File: config.mk
export PLATFORM = sky130hd
export DESIGN_NAME = interrupt_controller_unit_level_priority_ack
export DESIGN_NICKNAME = d
export VERILOG_FILES = /design/src/rtl/interrupt_controller_unit_prio_pick.sv /design/src/rtl/interrupt_controller_unit_level_priority_ack.sv
export SDC_FILE = /design/constraint.sdc
export NUM_CORES = 2
export LEC_CHECK = 0
export ABC_AREA = 0
export BUFFER_PORTS_ARGS = -buffer_cell sky130_fd_sc_hd__buf_2
export CORE_MARGIN = 2
export CORE_UTILIZATION = 45
export CTS_BUF_LIST = sky130_fd_sc_hd__clkbuf_8 sky130_fd_sc_hd__clkbuf_16
export DETAILED_ROUTE_END_ITERATION = 10
export GPL_ROUTABILITY_DRIVEN = 0
export GPL_TIMING_DRIVEN = 0
export PLACE_DENSITY = 0.6
export SLEW_MARGIN = 20
export SYNTH_ARGS = -nofsm -noshare
export SYNTH_HDL_FRONTEND = slang
export SYNTH_HIERARCHICAL = 1
export SYNTH_SLANG_ARGS = --single-unit
File: constraint.sdc
create_clock -name I_CLK -period 99.9 [get_ports I_CLK]
set_clock_uncertainty 0.15 [all_clocks]
set_input_delay 19.98 -clock I_CLK [delete_from_list [all_inputs] [get_ports I_CLK]]
set_output_delay 19.98 -clock I_CLK [all_outputs]
set_load 0.01 [all_outputs]
File: src/rtl/interrupt_controller_unit_prio_pick.sv
// Level and priority constants, plus the winning-source picker
package interrupt_controller_unit_lp_pkg;
  localparam int          NUM_SRC        = 63;
  localparam int          FIRST_WRITABLE = 8;
  localparam logic [7:0]  ADDR_RECORD    = 8'h00;
  localparam logic [7:0]  ADDR_CTRL_LO   = 8'h01;
  localparam logic [7:0]  ADDR_CTRL_HI   = 8'h3F;
  localparam logic [7:0]  ADDR_WR_LO     = 8'h08;
  localparam logic [7:0]  ADDR_SW_ACK    = 8'h40;
  localparam logic [7:0]  ADDR_LVL_ACK_LO = 8'h41;
  localparam logic [7:0]  ADDR_LVL_ACK_HI = 8'h47;
  localparam logic [5:0]  CTRL_RESET     = 6'h00;
  localparam logic [2:0]  LVL_DISABLED   = 3'h0;
  localparam logic [2:0]  PRI_FIXED_READ = 3'h0;
  localparam logic [2:0]  PRI_SPLIT      = 3'h4;
  localparam logic [3:0]  RANK_MID       = 4'h4;
  localparam logic [3:0]  PRI_MID        = 4'h8;
  localparam logic [3:0]  RANK_ONE       = 4'h1;
  // Source map; flags clear inside their own peripherals
  localparam int SRC_WATCHDOG       = 8;
  localparam int SRC_DMA_FIRST      = 9;
  localparam int SRC_SERIAL_FIRST   = 13;
  localparam int SRC_UNUSED         = 16;
  localparam int SRC_QUEUED_SERIAL  = 18;
  localparam int SRC_TIMER_FIRST    = 19;
  localparam int SRC_PERIODIC_FIRST = 36;
  // Bit per source that is wired; 0, 16 and 43-63 never win
  localparam logic [63:0] USED_MASK = 64'h0000_07FF_FFFE_FFFE;

  // Fixed slots rank at the gap between priority 3 and 4
  function automatic logic [3:0] rank_of(input logic fixed,
                                         input logic [2:0] acked_priority_field);
    if (fixed)
      return RANK_MID;
    else if (acked_priority_field < PRI_SPLIT)
      return {1'b0, acked_priority_field};
    else
      return 4'({1'b0, acked_priority_field} + RANK_ONE);
  endfunction

  function automatic logic [3:0] record_pri(input logic [3:0] rank);
    if (rank == RANK_MID)
      return PRI_MID;
    else if (rank < RANK_MID)
      return rank;
    else
      return 4'(rank - RANK_ONE);
  endfunction
endpackage

`timescale 1ns/1ns
`default_nettype none

module interrupt_controller_unit_prio_pick (
  input  wire logic [63:1]      i_req,
  input  wire logic [63:1][5:0] i_ctrl,
  input  wire logic [2:0]       i_level_filter,
  output logic                  o_found,
  output logic [5:0]            o_src,
  output logic [2:0]            o_level,
  output logic [3:0]            o_rank
);
  import interrupt_controller_unit_lp_pkg::*;

  logic [2:0] lvl;
  logic [3:0] rnk;

  // Strict compare: ties keep the lower source, though ties are illegal
  always_comb begin
    lvl     = LVL_DISABLED;
    rnk     = 4'h0;
    o_found = 1'b0;
    o_src   = 6'h00;
    o_level = LVL_DISABLED;
    o_rank  = 4'h0;
    for (int i = 1; i <= NUM_SRC; i++) begin
      lvl = i_ctrl[i][5:3];
      rnk = rank_of(i < FIRST_WRITABLE, i_ctrl[i][2:0]);
      if (i_req[i] && USED_MASK[i] && lvl != LVL_DISABLED &&
          (i_level_filter == LVL_DISABLED || lvl == i_level_filter) &&
          (!o_found || {lvl, rnk} > {o_level, o_rank})) begin
        o_found = 1'b1;
        o_src   = 6'(i);
        o_level = lvl;
        o_rank  = rnk;
      end
    end
  end
endmodule // interrupt_controller_unit_prio_pick

`default_nettype wire

File: src/rtl/interrupt_controller_unit_level_priority_ack.sv
// Level and priority assignment with acknowledge record
//
// The register offsets and the strobed register port are this design's own decisions.
`timescale 1ns/1ns
`default_nettype none

module interrupt_controller_unit_level_priority_ack #(
  parameter logic [7:0] VECTOR_BASE = 8'h40
) (
  input  wire logic       I_CLK,
  input  wire logic       I_RST,
  input  wire logic [63:1] I_REQ,
  input  wire logic [7:0] I_ADDR,
  input  wire logic [7:0] I_WDATA,
  input  wire logic       I_WR,
  input  wire logic       I_RD,
  output logic [7:0]      O_RDATA,
  output logic [2:0]      O_IRQ_LEVEL,
  output logic [5:0]      O_ACK_SOURCE
);
  import interrupt_controller_unit_lp_pkg::*;

  typedef struct packed {
    logic [63:1][5:0] ctrl;
    logic [7:0]       record;
    logic [7:0]       rdata;
    logic [2:0]       irq_level;
    logic [5:0]       ack_src;
  } state_t;

  state_t state_reg;
  state_t state_next;

  logic       is_ctrl;
  logic       is_writable;
  logic       is_ack;
  logic [2:0] ack_filter;
  logic       ack_found;
  logic [5:0] ack_src;
  logic [2:0] ack_level;
  logic [3:0] ack_rank;
  logic       top_found;
  logic [2:0] top_level;

  // Fixed sources carry their own index as level, priority field zero
  function automatic state_t reset_state();
    state_t s;
    s = '0;
    for (int i = 1; i < FIRST_WRITABLE; i++) begin
      s.ctrl[i] = {3'(i), PRI_FIXED_READ};
    end
    for (int i = FIRST_WRITABLE; i <= NUM_SRC; i++) begin
      s.ctrl[i] = CTRL_RESET;
    end
    return s;
  endfunction

  assign is_ctrl     = I_ADDR >= ADDR_CTRL_LO && I_ADDR <= ADDR_CTRL_HI;
  assign is_writable = I_ADDR >= ADDR_WR_LO && I_ADDR <= ADDR_CTRL_HI;
  assign is_ack      = I_ADDR >= ADDR_SW_ACK && I_ADDR <= ADDR_LVL_ACK_HI;
  // Software ack looks at all levels, level-n ack at one
  assign ack_filter  = (I_ADDR == ADDR_SW_ACK) ? LVL_DISABLED : I_ADDR[2:0];

  interrupt_controller_unit_prio_pick u_ack_pick (
    .i_req          (I_REQ),
    .i_ctrl         (state_reg.ctrl),
    .i_level_filter (ack_filter),
    .o_found        (ack_found),
    .o_src          (ack_src),
    .o_level        (ack_level),
    .o_rank         (ack_rank)
  );

  interrupt_controller_unit_prio_pick u_top_pick (
    .i_req          (I_REQ),
    .i_ctrl         (state_reg.ctrl),
    .i_level_filter (LVL_DISABLED),
    .o_found        (top_found),
    .o_src          (),
    .o_level        (top_level),
    .o_rank         ()
  );

  always_comb begin
    state_next           = state_reg;
    state_next.rdata     = 8'h00;
    state_next.irq_level = top_found ? top_level : LVL_DISABLED;
    // Reserved bits 7:6 are simply not stored
    if (I_WR && is_writable) begin
      state_next.ctrl[I_ADDR[5:0]] = I_WDATA[5:0];
    end
    if (I_RD) begin
      if (I_ADDR == ADDR_RECORD) begin
        state_next.rdata = state_reg.record;
      end else if (is_ctrl) begin
        state_next.rdata = {2'b00, state_reg.ctrl[I_ADDR[5:0]]};
      end else if (is_ack) begin
        if (ack_found) begin
          state_next.rdata   = 8'(VECTOR_BASE + {2'b00, ack_src});
          state_next.record  = {1'b0, ack_level, record_pri(ack_rank)};
          state_next.ack_src = ack_src;
        end else begin
          state_next.rdata   = 8'h00;
          state_next.record  = 8'h00;
          state_next.ack_src = 6'h00;
        end
      end
    end
  end

  always_ff @(posedge I_CLK or posedge I_RST) begin
    if (I_RST) begin
      state_reg <= reset_state();
    end else begin
      state_reg <= state_next;
    end
  end

  assign O_RDATA      = state_reg.rdata;
  assign O_IRQ_LEVEL  = state_reg.irq_level;
  assign O_ACK_SOURCE = state_reg.ack_src;

  logic [5:0] past_idx;
  assign past_idx = I_ADDR[5:0];
endmodule // interrupt_controller_unit_level_priority_ack

`default_nettype wire

==> impl_metrics.csv <==
group,metric,value,unit
status,result_of_the_run,"finished, final reports clean",
setup_path,critPathRequiredTime,100230,ps
layout,final.fill_count,10509,
clock_network,cts_buffers,45,
sta,setup-violations-final,0,
layout,final_cell_mix,"483 x sky130_fd_sc_hd__ha_1, 465 x sky130_fd_sc_hd__mux2_2, 462 x sky130_fd_sc_hd__nand2_1, 395 x sky130_fd_sc_hd__nor2_1, 389 x sky130_fd_sc_hd__dfrtp_1",
sta,finalCritPeriodShare,97.18,%
run,drv.max_cap_violation_count,0,
layout,final_nets,7204,
sta,final_hold_viol_count,0,
setup_path,critical_path.reg2reg.endpoint,"O_RDATA[0]",
route,routed_wl,202900,um
route,wl_met3,21670,um
global_route,grt_pass1_wl,292200,um
layout,max_reg_flops,385,
floorplanning,io_pins,100,
layout,final_core_util,54.33,%
setup_path,r2r-start,"state_reg[30]",
global_route,number_of_global_route_vias_before_repair,47150,
sta,hold-worst-slack,302.9,ps
clock_network,cts_num_sinks,401,
setup_path,setup.reg_to_reg.worst_slack,21970,ps
setup_path,maximum_fanout_count_along_the_critical_path,10,
layout,most_common_cell_after_layout_fill_and_taps_aside,"sky130_fd_sc_hd__ha_1",
global_route,number_of_antenna_violations_at_the_first_check_in_global_routing,10,
worst_hold_path,hold_class,"register to register",
sta,tns,0,ps
layout,drive_gt1_share,26.63,%
route,ant_nets,0,
setup_path,end_kind,"register",
route,route.vias.total,51786,
sta,slew_viol_final,0,
floorplanning,start_util,45.51,%
placed_design,post-dp-hpwl,151100,um
route,wl_met2,85240,um
clock_network,cts-root-buf,"sky130_fd_sc_hd__clkbuf_16",
power,power-per-cell-area,10.61,nW/um^2
sta,clock.fmax,10.30,MHz
route,post_drt_wl_per_cell,24.91,um
clock_network,ctsLongestPathBuffers,3,
sta,slew-limit-headroom,17.21,%
setup_path,cpMaxStageDelayCell,"sky130_fd_sc_hd__or4_4",
setup_path,timing.critical_path.arrival,97410,ps
global_route,total_grt_overflow,0,
floorplanning,fp-row-count,123,
synth,synthesis.area_per_instance,8.337,sq um
sta,postLayoutSetupSlackWorst,2813,ps
floorplanning,die-height,342.0,um
placed_design,dp_worst_setup_slack,-13880,ps
setup_path,critPathLaunchType,"input port",
placed_design,placed_cells_incl_taps,7741,
global_route,grt_use_total,32.39,%
power,leakage,27.80,nW
sta,post-route-min-period,97090,ps
floorplanning,die_x,342.0,um
route,topRoutingLayerUsed,"met5",
synth,yosys_warnings,6,
floorplanning,design.core.area,113000,sq um
layout,layout.cell_area.non_filler,61370,sq um
layout,count_of_placed_standard_cells_in_the_final_layout_fillers_left_out,8145,
setup_path,critPathCapture,"O_RDATA[0]",
power,design_power_total,0.6514,mW
setup_path,critPathLaunch,"I_ADDR[0]",
placed_design,placedInstanceArea,53760,sq um
floorplanning,die_area,117000,sq um
synth,synth_cells,6166,
route,detail_route.drc_violations,0,
clock_network,clock_latency,630,ps
setup_path,setup.worst_path.class,"input port to register",
route,wl_met1,86410,um
clock_network,h-tree-depth,2,
layout,area_delta_synth_final,19.39,%
clock_network,clkSlewWorstSetupHoldPaths,50,ps
sta,worst_pin_slew,1242,ps
power,power.ir.vdd_worst,10.79,uV
route,initialDrtViolationCount,5393,
clock_network,cts_tree,"yes",
route,route.detailed.vias_per_inst,6.358,
route,first_pass_iters,8,
placed_design,port_buffers,65,
global_route,grt_start_max_net_pins,103,
setup_path,worst_path_largest_cell_delay,530,ps
synth,synth.cell_area,51400,sq um
setup_path,reg2reg_depth,462,
critical path: cells and delay by family:
| kind | cells | cell delay (ps) |
|---|---|---|
| fa+ha+maj | 44 | 11260 |
| mux | 23 | 6320 |
| compound gates | 214 | 35890 |
| buf+inv | 43 | 5420 |
| simple gates | 140 | 18310 |
where the power goes:
group	internal (mW)	switching (mW)	total, mW	leakage, nW
clock network	0.104	0.0755	0.180	0.806
registers	0.168	0.0167	0.185	5.50
logic	0.120	0.167	0.286	21.5
layout make-up:
class	count	area, sq um	share of cell area (%)
Clock inverter	29	370.4	0.6035
Timing Repair Buffer	403	3099	5.050
Clock buffer	52	1222	1.992
Inverter	348	1334	2.173
Buffer	274	1704	2.777
Antenna cell	2	5.005	0.008155
Multi-Input combinational cell	5136	41710	67.96
Tap cell	1500	1877	3.058
Sequential cell	401	10050	16.38
worst min path at each step:
stage | startpoint | to | slack, ps | cells after the start
after floorplan | state_reg[51] | state_reg[51] | 270 | 1
after global placement | state_reg[37] | state_reg[37] | 290 | 1
after detailed placement | state_reg[51] | state_reg[51] | 290 | 1
after CTS | state_reg[51] | state_reg[51] | 310 | 1
after global routing | state_reg[45] | state_reg[45] | 320 | 1
final | state_reg[27] | state_reg[27] | 300 | 1
metal layers:
metal / global-route usage, % / up-vias
li1: - / 23670
met1: 45.12 / 25158
met2: 48.09 / 2429
met3: 8.111 / 510
met4: 12.13 / 19
met5: 0 / -
repair_timing:
item	4_1_cts	5_1_grt
hold buffers	0	0
gates cloned	2	8
resized for setup	274	581
pin swaps	43	265
setup buffers	82	245
endpoints found under the setup margin	22	22
endpoints found under the hold margin	0	0
Power figures use the tool's default switching activity.
